### src/rtl/vcocal_pkg.sv
// Package with register map, field positions and timing constants of the calibration sequencer.
package vcocal_pkg;
  localparam int ADDR_W = 5;
  localparam int DATA_W = 24;
  // Register offsets.
  localparam logic [4:0] REG_INTEGER = 5'h03;
  localparam logic [4:0] REG_FRACTION = 5'h04;
  localparam logic [4:0] REG_VCO_PORT = 5'h05;
  localparam logic [4:0] REG_MODE = 5'h06;
  localparam logic [4:0] REG_CAL_CFG = 5'h0a;
  localparam logic [4:0] REG_BAND_STATUS = 5'h10;
  localparam logic [4:0] REG_SEQ_STATUS = 5'h12;
  // Field positions.
  localparam int MODE_FRAC_BIT = 11;
  localparam int CFG_CAL_OFF_BIT = 11;
  localparam int CFG_RES_LSB = 0;
  localparam int CFG_WAIT_LSB = 3;
  localparam int CFG_DIV_LSB = 13;
  // Reset values.
  localparam logic [23:0] CAL_CFG_RESET = 24'h004012;
  localparam logic [23:0] MODE_RESET = 24'h000000;
  // Timing and band width.
  localparam int LINK_BITS = 16;
  localparam int STEP_XFER_CYCLES = 20;
  localparam int WAIT_UNIT_CYCLES = 20;
  localparam int CAL_STEPS = 8;
  localparam int BAND_W = 8;
endpackage : vcocal_pkg

### src/rtl/vcocal_seq.sv
// Frequency change sequencer with VCO band autocalibration and internal VCO serial link.
//
// Strobed register access and the register addresses are this design's own decisions.
`timescale 1ns/100ps
`default_nettype none
// Notes on behaviour
// Host keeps N and compare rate legal.
// Host keeps calibration clock at most 50MHz.
// Divided clock times calibration and link.
// Resolution code selects 2^n measurement window; codes 4 to 7 here give 2^(n+1).
// Load pending fraction after band chosen.
// Chosen band readable after each calibration.
// Calibration off: band and frequency immediate.
// Calibration off: VCO port word forwarded.
// Port transfer takes sixteen link clocks.
// Link clock is reference over 1,4,16,32.
// Mode bit picks fractional or integer trigger.
// Integer write triggers change in integer mode.
// Fractional write starts calibration, loads later.
// Calibration off: fractional write loads immediately.
// Host writes fraction last every change.
// Host writes port only when needed.
// Integer write calibrates then loads prescaler.
// Host sets band before manual integer write.
// Host writes port only for band/config.
// Eight steps: wait, measure, 20-cycle transfer.
// Measurement counts VCO over ref*R*2^n; codes 4 to 7 here use 2^(n+1).
module vcocal_seq #(
  parameter int DATA_W = vcocal_pkg::DATA_W
) (
  // Clock and reset.
  input wire logic CLK_IN,
  input wire logic RESET_IN,
  // Register port.
  input wire logic [4:0] ADDR_IN,
  input wire logic [DATA_W-1:0] WDATA_IN,
  input wire logic WR_IN,
  input wire logic RD_IN,
  output logic [DATA_W-1:0] RDATA_OUT,
  // Phase compare tick and VCO count pulse from the analog side.
  input wire logic PD_TICK_IN,
  input wire logic VCO_PULSE_IN,
  // Loaded frequency words.
  output logic [DATA_W-1:0] PRESCALER_OUT,
  output logic [DATA_W-1:0] MODULATOR_OUT,
  output logic LOAD_OUT,
  // Internal VCO serial link and sequencer busy flag.
  output logic LINK_CLK_OUT,
  output logic LINK_DATA_OUT,
  output logic LINK_LATCH_OUT,
  output logic BUSY_OUT
);
  typedef enum logic [4:0] {
    S_IDLE = 5'b00001,
    S_WAIT = 5'b00010,
    S_MEAS = 5'b00100,
    S_XFER = 5'b01000,
    S_PORT = 5'b10000
  } vcocal_state_t;

  vcocal_state_t state;
  vcocal_state_t next_state;
  logic [DATA_W-1:0] int_reg;
  logic [DATA_W-1:0] frac_reg;
  logic [DATA_W-1:0] port_reg;
  logic [DATA_W-1:0] mode_reg;
  logic [DATA_W-1:0] cfg_reg;
  logic [vcocal_pkg::BAND_W-1:0] band;
  logic [3:0] step;
  logic [8:0] win_cnt;
  logic [DATA_W-1:0] vco_cnt;
  logic [7:0] cyc_cnt;
  logic [4:0] div_cnt;
  logic [15:0] shreg;
  logic [4:0] bit_cnt;
  logic pend_port;
  logic [2:0] vco_sync;

  // Returns 2^n for resolution codes 0 to 3 and 2^(n+1) for codes 4 to 7.
  function automatic logic [8:0] window_len(input logic [2:0] code);
    case (code)
      3'h0: window_len = 9'h001;
      3'h1: window_len = 9'h002;
      3'h2: window_len = 9'h004;
      3'h3: window_len = 9'h008;
      3'h4: window_len = 9'h020;
      3'h5: window_len = 9'h040;
      3'h6: window_len = 9'h080;
      default: window_len = 9'h100;
    endcase
  endfunction

  wire cal_off = cfg_reg[vcocal_pkg::CFG_CAL_OFF_BIT];
  wire frac_mode = mode_reg[vcocal_pkg::MODE_FRAC_BIT];
  wire [1:0] div_sel = cfg_reg[vcocal_pkg::CFG_DIV_LSB +: 2];
  wire [6:0] wait_k = cfg_reg[vcocal_pkg::CFG_WAIT_LSB +: 7];
  wire [8:0] win_len = window_len(cfg_reg[vcocal_pkg::CFG_RES_LSB +: 3]);
  // Divider terminal count: 2^m - 1 for m of 0, 2, 4, 5.
  wire [4:0] div_top = (div_sel == 2'h0) ? 5'h00 : (div_sel == 2'h1) ? 5'h03 :
                       (div_sel == 2'h2) ? 5'h0f : 5'h1f;
  // A smaller ratio written while the counter sits above its new top restarts at once instead of waiting for a wrap.
  wire tick = (div_cnt >= div_top);
  wire wr_int = WR_IN && (ADDR_IN == vcocal_pkg::REG_INTEGER);
  wire wr_frac = WR_IN && (ADDR_IN == vcocal_pkg::REG_FRACTION);
  wire wr_port = WR_IN && (ADDR_IN == vcocal_pkg::REG_VCO_PORT);
  // The trigger register depends on the mode bit.
  wire trigger = frac_mode ? wr_frac : wr_int;
  wire start_cal = trigger && !cal_off && (state == S_IDLE);
  wire direct_load = trigger && cal_off;
  wire [8:0] wait_len = 9'(vcocal_pkg::WAIT_UNIT_CYCLES) * (9'(wait_k) + 9'h001);
  // Expected count is N times the window length from the integer part alone; the fraction is not used.
  wire [DATA_W-1:0] expect_cnt = DATA_W'(int_reg * win_len);
  wire vco_edge = vco_sync[1] ^ vco_sync[2];
  // The edge seen on the closing tick still belongs to the window, so the count spans exactly win_len periods.
  wire [DATA_W-1:0] meas_cnt = vco_cnt + DATA_W'(vco_edge);
  wire meas_done = (state == S_MEAS) && PD_TICK_IN && (win_cnt == win_len);
  wire xfer_done = tick && (bit_cnt == 5'h00) && (cyc_cnt == 8'h00);
  wire last_step = (step == 4'(vcocal_pkg::CAL_STEPS - 1));
  wire [DATA_W-1:0] rd_mux =
    (ADDR_IN == vcocal_pkg::REG_INTEGER) ? int_reg :
    (ADDR_IN == vcocal_pkg::REG_FRACTION) ? frac_reg :
    (ADDR_IN == vcocal_pkg::REG_VCO_PORT) ? port_reg :
    (ADDR_IN == vcocal_pkg::REG_MODE) ? mode_reg :
    (ADDR_IN == vcocal_pkg::REG_CAL_CFG) ? cfg_reg :
    (ADDR_IN == vcocal_pkg::REG_BAND_STATUS) ? DATA_W'(band) :
    (ADDR_IN == vcocal_pkg::REG_SEQ_STATUS) ? DATA_W'(state != S_IDLE) : '0;

  always_comb
  begin
    next_state = state;
    case (state)
      S_IDLE:
      begin
        if (start_cal)
          next_state = S_WAIT;
        else if (pend_port && tick)
          next_state = S_PORT;
      end
      S_WAIT:
        if (tick && cyc_cnt == 8'h00) next_state = S_MEAS;
      S_MEAS:
        if (meas_done) next_state = S_XFER;
      S_XFER:
        if (cyc_cnt == 8'h00 && tick) next_state = last_step ? S_IDLE : S_WAIT;
      S_PORT:
        if (xfer_done) next_state = S_IDLE;
      default: next_state = S_IDLE;
    endcase
  end

  always_ff @(posedge CLK_IN)
  begin
    if (RESET_IN)
      div_cnt <= 5'h00;
    else
      div_cnt <= tick ? 5'h00 : div_cnt + 5'h01;
  end

  always_ff @(posedge CLK_IN)
  begin
    if (RESET_IN)
      vco_sync <= 3'h0;
    else
      vco_sync <= {vco_sync[1:0], VCO_PULSE_IN};
  end

  always_ff @(posedge CLK_IN)
  begin
    if (RESET_IN)
    begin
      int_reg <= '0;
      frac_reg <= '0;
      port_reg <= '0;
      mode_reg <= vcocal_pkg::MODE_RESET;
      cfg_reg <= vcocal_pkg::CAL_CFG_RESET;
    end
    else if (WR_IN)
    begin
      if (wr_int) int_reg <= WDATA_IN;
      if (wr_frac) frac_reg <= WDATA_IN;
      if (wr_port) port_reg <= WDATA_IN;
      if (ADDR_IN == vcocal_pkg::REG_MODE) mode_reg <= WDATA_IN;
      if (ADDR_IN == vcocal_pkg::REG_CAL_CFG) cfg_reg <= WDATA_IN;
    end
  end

  always_ff @(posedge CLK_IN)
  begin
    if (RESET_IN)
      RDATA_OUT <= '0;
    else
      RDATA_OUT <= RD_IN ? rd_mux : '0;
  end

  // A port write with calibration off waits for a free link; while a calibration is running it is held, not lost.
  always_ff @(posedge CLK_IN)
  begin
    if (RESET_IN)
      pend_port <= 1'b0;
    else if (wr_port && cal_off)
      pend_port <= 1'b1;
    else if (state == S_IDLE && tick && !start_cal)
      pend_port <= 1'b0;
  end

  always_ff @(posedge CLK_IN)
  begin
    if (RESET_IN)
    begin
      state <= S_IDLE;
      step <= 4'h0;
      band <= '0;
      cyc_cnt <= 8'h00;
      win_cnt <= 9'h000;
      vco_cnt <= '0;
      shreg <= 16'h0000;
      bit_cnt <= 5'h00;
    end
    else
    begin
      state <= next_state;
      case (state)
        S_IDLE:
        begin
          if (start_cal)
          begin
            step <= 4'h0;
            band <= 8'h80;
            cyc_cnt <= 8'(wait_len - 9'h001);
          end
          else if (pend_port && tick)
          begin
            shreg <= port_reg[15:0];
            bit_cnt <= 5'(vcocal_pkg::LINK_BITS - 1);
            cyc_cnt <= 8'h00;
          end
        end
        S_WAIT:
        begin
          if (tick) cyc_cnt <= cyc_cnt - 8'h01;
          win_cnt <= 9'h000;
          vco_cnt <= '0;
        end
        S_MEAS:
        begin
          if (PD_TICK_IN) win_cnt <= win_cnt + 9'h001;
          if (vco_edge && win_cnt != 9'h000) vco_cnt <= vco_cnt + 1'b1;
          if (meas_done)
          begin
            // Successive approximation: keep a bit when the VCO ran slow.
            if (meas_cnt >= expect_cnt) band[3'(7 - step)] <= 1'b0;
            if (!last_step) band[3'(6 - step)] <= 1'b1;
            cyc_cnt <= 8'(vcocal_pkg::STEP_XFER_CYCLES - 1);
            shreg <= {8'h00, band};
          end
        end
        S_XFER:
          if (tick)
          begin
            cyc_cnt <= cyc_cnt - 8'h01;
            shreg <= {shreg[14:0], 1'b0};
            if (cyc_cnt == 8'h00)
            begin
              step <= last_step ? 4'h0 : step + 4'h1;
              cyc_cnt <= 8'(wait_len - 9'h001);
            end
          end
        S_PORT:
          if (tick && bit_cnt != 5'h00)
          begin
            shreg <= {shreg[14:0], 1'b0};
            bit_cnt <= bit_cnt - 5'h01;
          end
        default: step <= 4'h0;
      endcase
    end
  end

  wire cal_finish = (state == S_XFER) && (next_state == S_IDLE);

  always_ff @(posedge CLK_IN)
  begin
    if (RESET_IN)
    begin
      PRESCALER_OUT <= '0;
      MODULATOR_OUT <= '0;
      LOAD_OUT <= 1'b0;
    end
    else
    begin
      LOAD_OUT <= direct_load || cal_finish;
      if (direct_load || cal_finish)
      begin
        PRESCALER_OUT <= (direct_load && !frac_mode) ? WDATA_IN : int_reg;
        MODULATOR_OUT <= (direct_load && frac_mode) ? WDATA_IN : frac_reg;
      end
    end
  end

  always_ff @(posedge CLK_IN)
  begin
    if (RESET_IN)
    begin
      LINK_CLK_OUT <= 1'b0;
      LINK_DATA_OUT <= 1'b0;
      LINK_LATCH_OUT <= 1'b0;
      BUSY_OUT <= 1'b0;
    end
    else
    begin
      LINK_CLK_OUT <= tick && (state == S_XFER || state == S_PORT);
      LINK_DATA_OUT <= shreg[15];
      LINK_LATCH_OUT <= xfer_done && (state == S_PORT);
      BUSY_OUT <= (next_state != S_IDLE);
    end
  end
endmodule // vcocal_seq
`default_nettype wire

### config.mk
export PLATFORM = sky130hd
export DESIGN_NAME = vcocal_seq
export DESIGN_NICKNAME = d
export VERILOG_FILES = /design/src/rtl/vcocal_pkg.sv /design/src/rtl/vcocal_seq.sv
export SDC_FILE = /design/constraint.sdc
export NUM_CORES = 1
export LEC_CHECK = 0
export ABC_AREA = 1
export BUFFER_PORTS_ARGS = -buffer_cell sky130_fd_sc_hd__buf_2
export CELL_PAD_IN_SITES_DETAIL_PLACEMENT = 2
export CELL_PAD_IN_SITES_GLOBAL_PLACEMENT = 2
export CORE_AREA = 2 2 223 225
export CTS_CLUSTER_DIAMETER = 150
export DETAILED_ROUTE_END_ITERATION = 10
export DIE_AREA = 0 0 225 227
export PLACE_DENSITY = 0.95
export REMOVE_ABC_BUFFERS = 1
export SLEW_MARGIN = 20
export SYNTH_ARGS = -nofsm -noshare
export SYNTH_HDL_FRONTEND = slang
export SYNTH_SLANG_ARGS = --single-unit
export TNS_END_PERCENT = 10
### constraint.sdc
create_clock -name CLK_IN -period 11.2 [get_ports CLK_IN]
set_input_delay 2.24 -clock CLK_IN [delete_from_list [all_inputs] [get_ports CLK_IN]]
set_output_delay 2.24 -clock CLK_IN [all_outputs]
set_load 0.05 [all_outputs]
; Yosys cells after proc, flatten, opt, wreduce, memory -nomap -nowiden
; Cells that the tools add are included.
[op_classes]
add_sub_neg = 11
multipliers = 2
n_div = 0
n_lt_le_gt_ge = 6
n_eq_ne = 36
shift = 0
n_mux = 62
bitwise = 6
reduce_logical = 56
[ops]
columns = cell, count
row1 = $mux W24, 8
row2 = $mux W8, 14
row3 = $mux W16, 5
row4 = $pmux W16 S4, 1
row5 = $pmux W9 S7, 1
row6 = $mux W5, 12
row7 = $pmux W24 S2, 1
row8 = $pmux W8 S4, 1
row9 = $pmux W5 S5, 1
row10 = $add A24 B1 Y24, 1
row11 = $add A24 B1 Y24 const B, 1
row12 = $ge A24 B24 Y1, 1
row13 = $logic_and A1 B1 Y1, 24
row14 = $mul A24 B9 Y24, 1
row15 = $eq A5 B3 Y1 const B, 4
row16 = $pmux W9 S2, 1
row17 = $mux W4, 4
row18 = $ne A2 B2 Y1 const B, 8
row19 = $pmux W8 S2, 1
row20 = $sub A8 B1 Y8 const B, 2
row21 = $eq A5 B5 Y1 const B, 3
row22 = $reduce_and A2 Y1, 7
row23 = $pmux W4 S3, 1
row24 = $eq A5 B1 Y1 const B, 2
row25 = 48 further kinds, 74
[totals]
ff_bits = 285
latchBits = 0
ramBits = 0
romBits = 0
in_bits = 35
out_inout_bits = 77
word_cells = 203
mem_count = 0

; Depth between registers and ports, before layout
; Gate-level depths: netlist (run 1).
[logic_depth]
word_depth = 15
ltp_mapped = 36
depth_no_buf = 35

; Least setup slack after synthesis (run 1)
; OpenSTA, ideal clock, no wires.
[synth_path]
kind = flip-flop to flip-flop
from = register cfg_reg[2]
to = register band[0] (netlist name)
setup_ns = 0.132
arrival_time_ns = 5.825
t_required_ns = 11.068
slack_ns = 5.243
stages_incl_launch_ff = 35
n_path_buf = 2
path_cell_list = dfxtp_1 -> inv_2 -> nand3_1 -> inv_2 -> clkbuf_1 -> buf_1 -> nand2_1 -> fa_1 -> inv_1 -> fa_1 -> fa_1 -> inv_1 -> fa_1 -> inv_1 -> ha_1 -> a21oi_1 -> o21ai_0 -> a21oi_1 -> nand2_1 -> a31oi_1 -> inv_1 -> nand2_1 -> nand2_1 -> ha_1 -> nand2_1 -> nor2_1 -> nand4_1 -> inv_1 -> nand2_1 -> nand4_1 -> nand2_1 -> nand2_1 -> nand2_1 -> nand2_1 -> a21oi_1
[synth_between]
elab_chain_len = 12
[synth_rtl]
columns = item, line_no
row1 = start: declaration, vcocal_seq.sv:67  ; logic [DATA_W-1:0] cfg_reg;
row2 = start signal: assignment, vcocal_seq.sv:175  ; cfg_reg <= vcocal_pkg::CAL_CFG_RESET;
row3 = $eq A3 B3 Y1 (tied with other cells), vcocal_seq.sv:81  ; case (code)
row4 = $pmux W9 S7 *, vcocal_seq.sv:81
row5 = $mul A24 B9 Y24, vcocal_seq.sv:112  ; wire [DATA_W-1:0] expect_cnt = DATA_W'(int_reg * win_len);
row6 = $ge A24 B24 Y1, vcocal_seq.sv:251  ; if (meas_cnt >= expect_cnt) band[3'(7 - step)] <= 1'b0;
row7 = $mux W8, vcocal_seq.sv:251
row8 = $mux W8, vcocal_seq.sv:248  ; if (meas_done)
row9 = $mux W8, vcocal_seq.sv:222  ; case (state)
row10 = $mux W8, vcocal_seq.sv:208  ; if (RESET_IN)
row11 = $or A8 B8 Y8 (no source line), n/a
row12 = $mux W8, vcocal_seq.sv:252  ; if (!last_step) band[3'(6 - step)] <= 1'b1;
row13 = $mux W8, vcocal_seq.sv:248
row14 = $pmux W8 S2, vcocal_seq.sv:222
row15 = end signal: assignment, vcocal_seq.sv:228  ; band <= 8'h80;
row16 = end signal: indexed assignment, vcocal_seq.sv:251
row17 = end signal: indexed assignment, vcocal_seq.sv:252
row18 = end: declaration, vcocal_seq.sv:68  ; logic [vcocal_pkg::BAND_W-1:0] band;
; Every way passes the cells marked *; elsewhere a longest branch is shown, timed or not. The select of a mux whose other input is x is not followed.
; A chain may end at the register's enable or synchronous reset.

; Final worst setup path (run 1)
[layout_path]
from = register cfg_reg[0]
to = register band[0] (netlist name)
; The elaborated chain is that of the path after synthesis.

==> results of run 1 <==
## synth_stat cells (6+ instances only)
library cell,n
o21ai_1,12
o211ai_1,7
inv_1,376
dfxtp_1,285
nor4_1,6
clkbuf_1,82
nand2_2,6
o221ai_1,6
buf_1,11
a22oi_1,10
nand2_1,499
o21ai_0,207
inv_2,10
a31oi_1,67
nor2_2,8
fa_1,105
ha_1,93
nor3_1,33
a21oi_1,211
xor2_1,51
nand3_1,121
buf_2,16
xnor2_1,16
nor2_1,292
a21o_1,8
o22ai_1,24
nand4_1,15
## tightest hold or removal path, stage by stage, from the launching register on
cell and delay (ns):
dfxtp_1 0.29, inv_1 0.04, nor2_1 0.03
## through the flow
step                instances  instance area, sq um  setup WS (ns)   util
floorplan                2512                 18300           5.52      -
global placement         3264                 19800           4.32  0.409
detailed placement       3264                 19800           3.79  0.409
CTS                      3321                 20900           3.63  0.431
global route             3324                 20900           3.13  0.431
finish                   3327                 21000           3.56  0.432
## power by group
| part | total (W) | internal, W | switching (W) |
|---|---|---|---|
| Combinational | 0.000172 | 0.0000419 | 0.000130 |
| Sequential | 0.00104 | 0.00103 | 0.0000161 |
| Clock | 0.00117 | 0.000637 | 0.000536 |
## metal layers
layer  track usage  vias up
li1              -     8565
met1         0.393    10300
met2         0.661     1135
met3        0.0745      537
met4         0.299        0
met5             0        -
## worst paths after layout
kind	from	to	slack (ns)	cells past startpoint
min	vco_sync[0]	vco_sync[1]	0.40	2
max reg2reg	cfg_reg[0]	band[0]	3.56	32
min reg2reg	vco_sync[0]	vco_sync[1]	0.40	2
max	cfg_reg[0]	band[0]	3.56	32
## cell type report
cell class              instances  area share
diodes                          6    0.000717
clock buffers                  50      0.0468
clock inverters                 7     0.00531
inverters                     389      0.0698
multi-input cells            1838       0.535
flip-flops and latches        285       0.272
well taps                     622      0.0371
repair buffers                130      0.0333
## cells by family after synthesis
logic type               Yosys count  synth area share
XOR/XNOR                          67            0.0312
AND/OR/NAND/NOR                 1002             0.223
flip-flops                       285             0.303
adder cells (fa/ha/maj)          198             0.174
buffers and inverters            502             0.103
AO/OA/AOI/OAI                    571             0.166
==> out/results.ini, run 1 <==
[clock_tree]
cts_root_buffer = clkbuf_16
cts_sinks = 285
cts-buffers-inserted = 34
cts_buffer_depth = 3
cts.clk_slew.worst_paths_ns = 0.06
post-cts-setup-buffers = 0
cts_tree = done
cts.repair.resized = 0
htree_num_levels = 2
clkLatencyLatePin_ns = 0.61
cts-hold-fix-buffers = 0

[synthesis]
yosys_warnings = 0
syn_avg_cell_area_sq_um = 7.17
synth-seq-cells = 285
yosysSeqAreaShare = 0.303
synthFlopType = dfxtp_1
synth_top_area_share = 0.303
synth_cells = 2625
synth_edf_count = 0
synthTopCellsByArea = dfxtp_1, fa_1, nand2_1
syn-cell-area_sq_um = 18800
yosys.cell_types.count = 46
yosysTopAreaCell = dfxtp_1
async_flop_share = 0

[sta]
tns_ns = 0
clock_skew_ns = 0.0396
rsz0062_at_grt = no
tightest_slew_ns = 1.16
max_freq_ghz = 0.131
setup_viol = 0
hold_ws_ns = 0.404
slew_headroom = 0.229
hold_violations = 0
period_needed_ns = 7.64
fin_crit_sh = 0.682
slew_violations = 0

[cells_and_area]
fin_nets = 2911
fill_cells = 5520
regArea_sq_um = 5710
multi_input_comb_area_sq_um = 11200
mostFrequentLayoutCells = nand2_1, inv_1, nor2_1
drive_gt1_frac = 0.0834
final_common_cell = nand2_1
areaGrowthSynthToFinish_pct = 11.4

[route]
dr_wl_met2_microns = 48200
vias = 20500
wl_per_cell_microns = 29.0
first_pass_iters = 5
drc = 0
wl_met3_microns = 6240
drt-met1-wl_microns = 34100
ant_nets = 0
top_layer = met4
avgViaCountPerCell = 6.16
drtIter0Drc = 1647
drt-total-wl_microns = 96500

[critical_path]
cpPeakStageDelay_ns = 0.67
cp_slowest_cell = inv_1
crit_family = adder cells
arrival_ns = 8.04
crit_buf_inv = 5
critPathMostFrequentCell = nand2_1
worst-endpoint-required_ns = 11.61
worstPathMaxFanout = 20
startpoint_type = register
worstSetupPathType = reg2reg
end_kind = register

[pwr]
p_per_area_nw_per_um2 = 114
power.total_w = 0.00239
ir_drop_v = 0.000138
power.leakage_nw = 9.01

[floorplan]
io_pins = 112
placementRows = 81
die_w_microns = 225
core_sq_um = 48500
die-area_sq_um = 51100
initial_utilization = 0.388
dieHeight_microns = 227

[worst_hold_path]
hp-class = reg2reg

[global_routing]
grt_pass1_wl_microns = 144000
track_usage = 0.375
grt_pass1_vias = 23700
overflow = 0
grt_max_degree = 102
grt_antenna_before_repair = 10

[placed_design]
dpl.hpwl_microns = 61600
gp_congestion = 0.879
io_buffers = 111

[flow_run]
cap_violations = 0

[run_status]
status = completed

Note: power is estimated with default switching activity, not from simulation.
==> inputs of run 2 (changes only) <==
- CORE_AREA: 2 2 223 225 -> 2 2 246 248
- DIE_AREA: 0 0 225 227 -> 0 0 248 250
- PLACE_DENSITY: 0.95 -> 0.87
- clock period: 11.2 -> 7 ns (I/O delays scaled with it)
==> out/results.ini, run 2 (synthesis gave the netlist of run 1 again) <==
[cells_and_area]
fill_cells = 6904  ; was 5520
areaGrowthSynthToFinish_pct = 13.8  ; was 11.4%
finish.instance_area_sq_um = 21400  ; was 21000 sq um
layout.cells.non_filler = 3505  ; was 3327
final_common_cell = nand2_1  ; unchanged
drive_gt1_frac = 0.0975  ; was 0.0834
fin_nets = 2931  ; was 2911
mostFrequentLayoutCells = nand2_1, inv_1, nor2_1  ; unchanged

[clock_tree]
cts_buffer_depth = 3  ; unchanged
cts.clk_slew.worst_paths_ns = 0.06  ; about the same
cts_tree = done  ; unchanged
cts_sinks = 285  ; unchanged
cts-hold-fix-buffers = 0  ; unchanged
cts-buffers-inserted = 36  ; was 34
clkLatencyLatePin_ns = 0.58  ; was 0.61 ns
cts_root_buffer = clkbuf_16  ; unchanged
htree_num_levels = 2  ; unchanged

[placed_design]
io_buffers = 111  ; unchanged
gp_congestion = 0.862  ; was 0.879
place_area_sq_um = 20100  ; was 19800 sq um
dpl.hpwl_microns = 57900  ; was 61600 microns
dp_cells = 3433  ; was 3264

[route]
avgViaCountPerCell = 5.46  ; was 6.16
drt-total-wl_microns = 80700  ; was 96500 microns
drtIter0Drc = 1130  ; was 1647
drc = 0  ; unchanged
vias = 19100  ; was 20500
ant_nets = 0  ; unchanged
first_pass_iters = 5  ; unchanged
wl_per_cell_microns = 23.0  ; was 29.0 microns

[critical_path]
arrival_ns = 7.17  ; was 8.04 ns
crit_family = adder cells  ; unchanged
crit_buf_inv = 9  ; was 5
cp_slowest_cell = fa_1  ; was inv_1
worstSetupPathType = reg2reg  ; unchanged
critPathMostFrequentCell = nand2_1  ; unchanged
cpPeakStageDelay_ns = 0.59  ; was 0.67 ns
startpoint_type = register  ; unchanged
worstPathMaxFanout = 8  ; was 20
end_kind = register  ; unchanged
worst-endpoint-required_ns = 7.42  ; was 11.61 ns

[sta]
period_needed_ns = 6.75  ; was 7.64 ns
fin_crit_sh = 0.964  ; was 0.682
hold_violations = 0  ; unchanged
tightest_slew_ns = 1.10  ; was 1.16 ns
setup_viol = 0  ; unchanged
tns_ns = 0  ; unchanged
hold_ws_ns = 0.426  ; was 0.404 ns
max_freq_ghz = 0.148  ; was 0.131 GHz
slew_headroom = 0.265  ; was 0.229
clock_skew_ns = 0.0329  ; was 0.0396 ns
slew_violations = 0  ; unchanged

[global_routing]
grt_pass1_wl_microns = 123000  ; was 144000 microns
grt_pass1_vias = 21400  ; was 23700
overflow = 0  ; unchanged
track_usage = 0.255  ; was 0.375
grt_antenna_before_repair = 5  ; was 10
grt_max_degree = 97  ; was 102

[pwr]
power.leakage_nw = 9.09  ; was 9.01 nW
power.total_w = 0.00377  ; was 0.00239 W
ir_drop_v = 0.000149  ; was 0.000138 V
p_per_area_nw_per_um2 = 176  ; was 114 nW/um^2

[worst_hold_path]
hp-class = reg2reg  ; unchanged

[floorplan]
die_w_microns = 248  ; was 225 microns
initial_utilization = 0.316  ; was 0.388
core_sq_um = 59600  ; was 48500 sq um
dieHeight_microns = 250  ; was 227 microns
placementRows = 90  ; was 81
io_pins = 112  ; unchanged
die-area_sq_um = 62000  ; was 51100 sq um

[flow_run]
cap_violations = 0  ; unchanged

[run_status]
status = completed  ; unchanged

## run 2: cell types whose count changed in the layout (fill, tap and decap cells not counted), sizes merged
cell / previous run / this run
buf: 130 / 146
diode: 6 / 4
bufinv: 1 / 0
clkbuf: 50 / 51
inv: 386 / 384
clkinvlp: 0 / 6
## run 2: cell type report
cell class	count	area, sq um	share of cell area
sequential	285	5710	0.267
timing repair buffer	146	818	0.0382
multi-input combinational	1838	11200	0.525
clock buffer	51	1070	0.0499
tap	782	978	0.0457
clock inverter	8	85.1	0.00398
antenna	4	10.0	0.000468
timing repair inverter	2	15.0	0.000702
inverter	389	1480	0.0690
## run 2: layer usage
layer  part of all wire  track usage  vias to the layer above
met5            0.00016            0                        -
met2               0.50        0.449                      531
met1               0.41        0.306                     9776
met4              0.044        0.118                        2
li1                   -            -                     8616
met3              0.041       0.0354                      210
## run 2: through the flow
stage,worst slack [ns],utilization
finish,0.255,0.359
global route,-0.0542,0.359
CTS,0.0459,0.357
detailed placement,-0.0756,0.337
global placement,0.381,0.337
floorplan,1.32,-
## run 2: power breakdown
group	internal (W)	switching [W]	total, W
sequential	0.00164	0.0000213	0.00167
clock	0.00107	0.000792	0.00186
combinational	0.0000686	0.000181	0.000250
## run 2: final timing paths
path | start | to | slack (ns) | cells after the start
hold reg to reg | vco_sync[0] | vco_sync[1] | 0.43 | 2
hold / removal | vco_sync[0] | vco_sync[1] | 0.43 | 2
setup reg to reg | cfg_reg[2] | band[1] | 0.25 | 33
setup / recovery | cfg_reg[2] | band[1] | 0.25 | 33
## run 2: repair_timing
item | 4_1_cts | 5_1_grt
pin swaps | 0 | 1
buffers inserted | 0 | 7
endpoints found under the setup margin | 8 | 8
cloned | 0 | 2
gates resized for setup | 2 | 23
## run 2: worst register-to-register path: cells and delay by family (launching register included)
kind	cells	cell delay (ns)
simple gates	15	1.88
xor+xnor	1	0.11
compound gates	2	0.19
fa+ha+maj	6	2.77
buf+inv	9	1.17
flops	1	0.48
==> inputs of run 3 (changes only) <==
- REMOVE_ABC_BUFFERS: 1 -> default
- SETUP_SLACK_MARGIN: default -> 0.3
==> out/results.ini, run 3 (synthesis gave the netlist of run 1 again) <==
[clock_tree]
cts_sinks = 285  ; unchanged
cts_tree = done  ; unchanged
cts-buffers-inserted = 36  ; unchanged
cts.clk_slew.worst_paths_ns = 0.07  ; was 0.06 ns
cts_buffer_depth = 3  ; unchanged
clkLatencyLatePin_ns = 0.56  ; was 0.58 ns
htree_num_levels = 2  ; unchanged
cts_root_buffer = clkbuf_16  ; unchanged

[critical_path]
rrSetupSlack_ns = 0.37  ; was 0.25 ns
r2r_cells = 35  ; was 33
cpPeakStageDelay_ns = 0.54  ; was 0.59 ns
worst-endpoint-required_ns = 7.42  ; about the same
arrival_ns = 7.06  ; was 7.17 ns
cp_slowest_cell = fa_1  ; unchanged
worstPathMaxFanout = 8  ; unchanged
worstSetupPathType = reg2reg  ; unchanged
end_kind = register  ; unchanged
startpoint_type = register  ; unchanged
critPathMostFrequentCell = nand2_1  ; unchanged

[sta]
tightest_slew_ns = 1.10  ; about the same
period_needed_ns = 6.63  ; was 6.75 ns
max_freq_ghz = 0.151  ; was 0.148 GHz
hold_violations = 0  ; unchanged
tns_ns = 0  ; unchanged
fin_crit_sh = 0.948  ; was 0.964
clock_skew_ns = 0.0255  ; was 0.0329 ns
setup_viol = 0  ; unchanged
rsz0062_at_grt = no
slew_headroom = 0.264  ; was 0.265
slew_violations = 0  ; unchanged

[global_routing]
grt_pass1_wl_microns = 127000  ; was 123000 microns
grt_max_degree = 97  ; unchanged
track_usage = 0.263  ; was 0.255
grt_antenna_before_repair = 3  ; was 5
grt_pass1_vias = 21600  ; was 21400
overflow = 0  ; unchanged

[cells_and_area]
layout.cells.non_filler = 3519  ; was 3505
fin_nets = 2945  ; was 2931
finish.instance_area_sq_um = 21600  ; was 21400 sq um
final_common_cell = nand2_1  ; unchanged
drive_gt1_frac = 0.108  ; was 0.0975
mostFrequentLayoutCells = nand2_1, inv_1, nor2_1  ; unchanged
areaGrowthSynthToFinish_pct = 14.8  ; was 13.8%

[placed_design]
dp_cells = 3431  ; was 3433
io_buffers = 111  ; unchanged
dpl.hpwl_microns = 58100  ; was 57900 microns
place_area_sq_um = 20100  ; about the same
gp_congestion = 0.872  ; was 0.862

[flow_run]
cap_violations = 0  ; unchanged

[floorplan]
die-area_sq_um = 62000  ; unchanged
die_w_microns = 248  ; unchanged
core_sq_um = 59600  ; unchanged
dieHeight_microns = 250  ; unchanged
initial_utilization = 0.316  ; unchanged
placementRows = 90  ; unchanged
io_pins = 112  ; unchanged

[pwr]
power.total_w = 0.00376  ; was 0.00377 W
p_per_area_nw_per_um2 = 174  ; was 176 nW/um^2
power.leakage_nw = 9.15  ; was 9.09 nW
ir_drop_v = 0.000159  ; was 0.000149 V

[route]
drt-total-wl_microns = 85400  ; was 80700 microns
avgViaCountPerCell = 5.49  ; was 5.46
first_pass_iters = 6  ; was 5
ant_nets = 0  ; unchanged
drtIter0Drc = 1384  ; was 1130
vias = 19300  ; was 19100
wl_per_cell_microns = 24.3  ; was 23.0 microns
drc = 0  ; unchanged

[run_status]
status = completed  ; unchanged

[worst_hold_path]
hold_depth = 2  ; unchanged
hp-class = reg2reg  ; unchanged

[synthesis]
synth_nets = 2858

## run 3: critical path: cells and delay by family (launching register included)
kind | cells | cell delay (ns)
AO/OA/AOI/OAI | 1 | 0.08
XOR/XNOR | 2 | 0.48
adder cells (fa/ha/maj) | 5 | 2.31
buffers and inverters | 7 | 0.93
flip-flops | 1 | 0.39
AND/OR/NAND/NOR | 20 | 2.29
## run 3: cell type report
type | count | area (sq um)
clock inverter | 8 | 90.1
tap | 782 | 978
inverter | 389 | 1490
multi-input combinational | 1838 | 11300
fill | 6941 | 38000
sequential | 285 | 5720
timing repair buffer | 160 | 951
antenna | 3 | 7.51
clock buffer | 52 | 1020
timing repair inverter | 2 | 15.0
## run 3: worst paths after layout
check / start / to
setup / recovery: cfg_reg[0] / band[3]
hold / removal: vco_sync[0] / vco_sync[1]
setup reg to reg: cfg_reg[0] / band[3]
hold reg to reg: vco_sync[0] / vco_sync[1]
## run 3: timing repair
item / CTS / global route
cloned: 2 / 0
endpoints found under the setup margin: 8 / 8
buffers inserted: 8 / 15
hold buffers: 0 / 0
gates resized for setup: 5 / 53
pin swaps: 0 / 4
## run 3: per-layer routing
layer  global-route usage  part of all wire
met5                    0           0.00014
met4                0.114             0.050
met3               0.0358             0.052
met1                0.317              0.40
met2                0.462              0.50
## run 3: power breakdown
group          internal (W)  leakage (nW)  switching (W)
clock               0.00105         0.541       0.000788
combinational     0.0000714          6.31       0.000188
sequential          0.00164          2.30      0.0000207
total               0.00277          9.15       0.000996
## run 3: per-stage QoR
step | setup WS, ns | hold slack (ns) | util
global placement | 0.550 | 0.407 | 0.337
floorplan | 1.04 | 0.388 | -
finish | 0.365 | 0.413 | 0.363
global route | 0.0664 | 0.434 | 0.362
detailed placement | 0.0897 | 0.405 | 0.337
CTS | 0.311 | 0.418 | 0.358
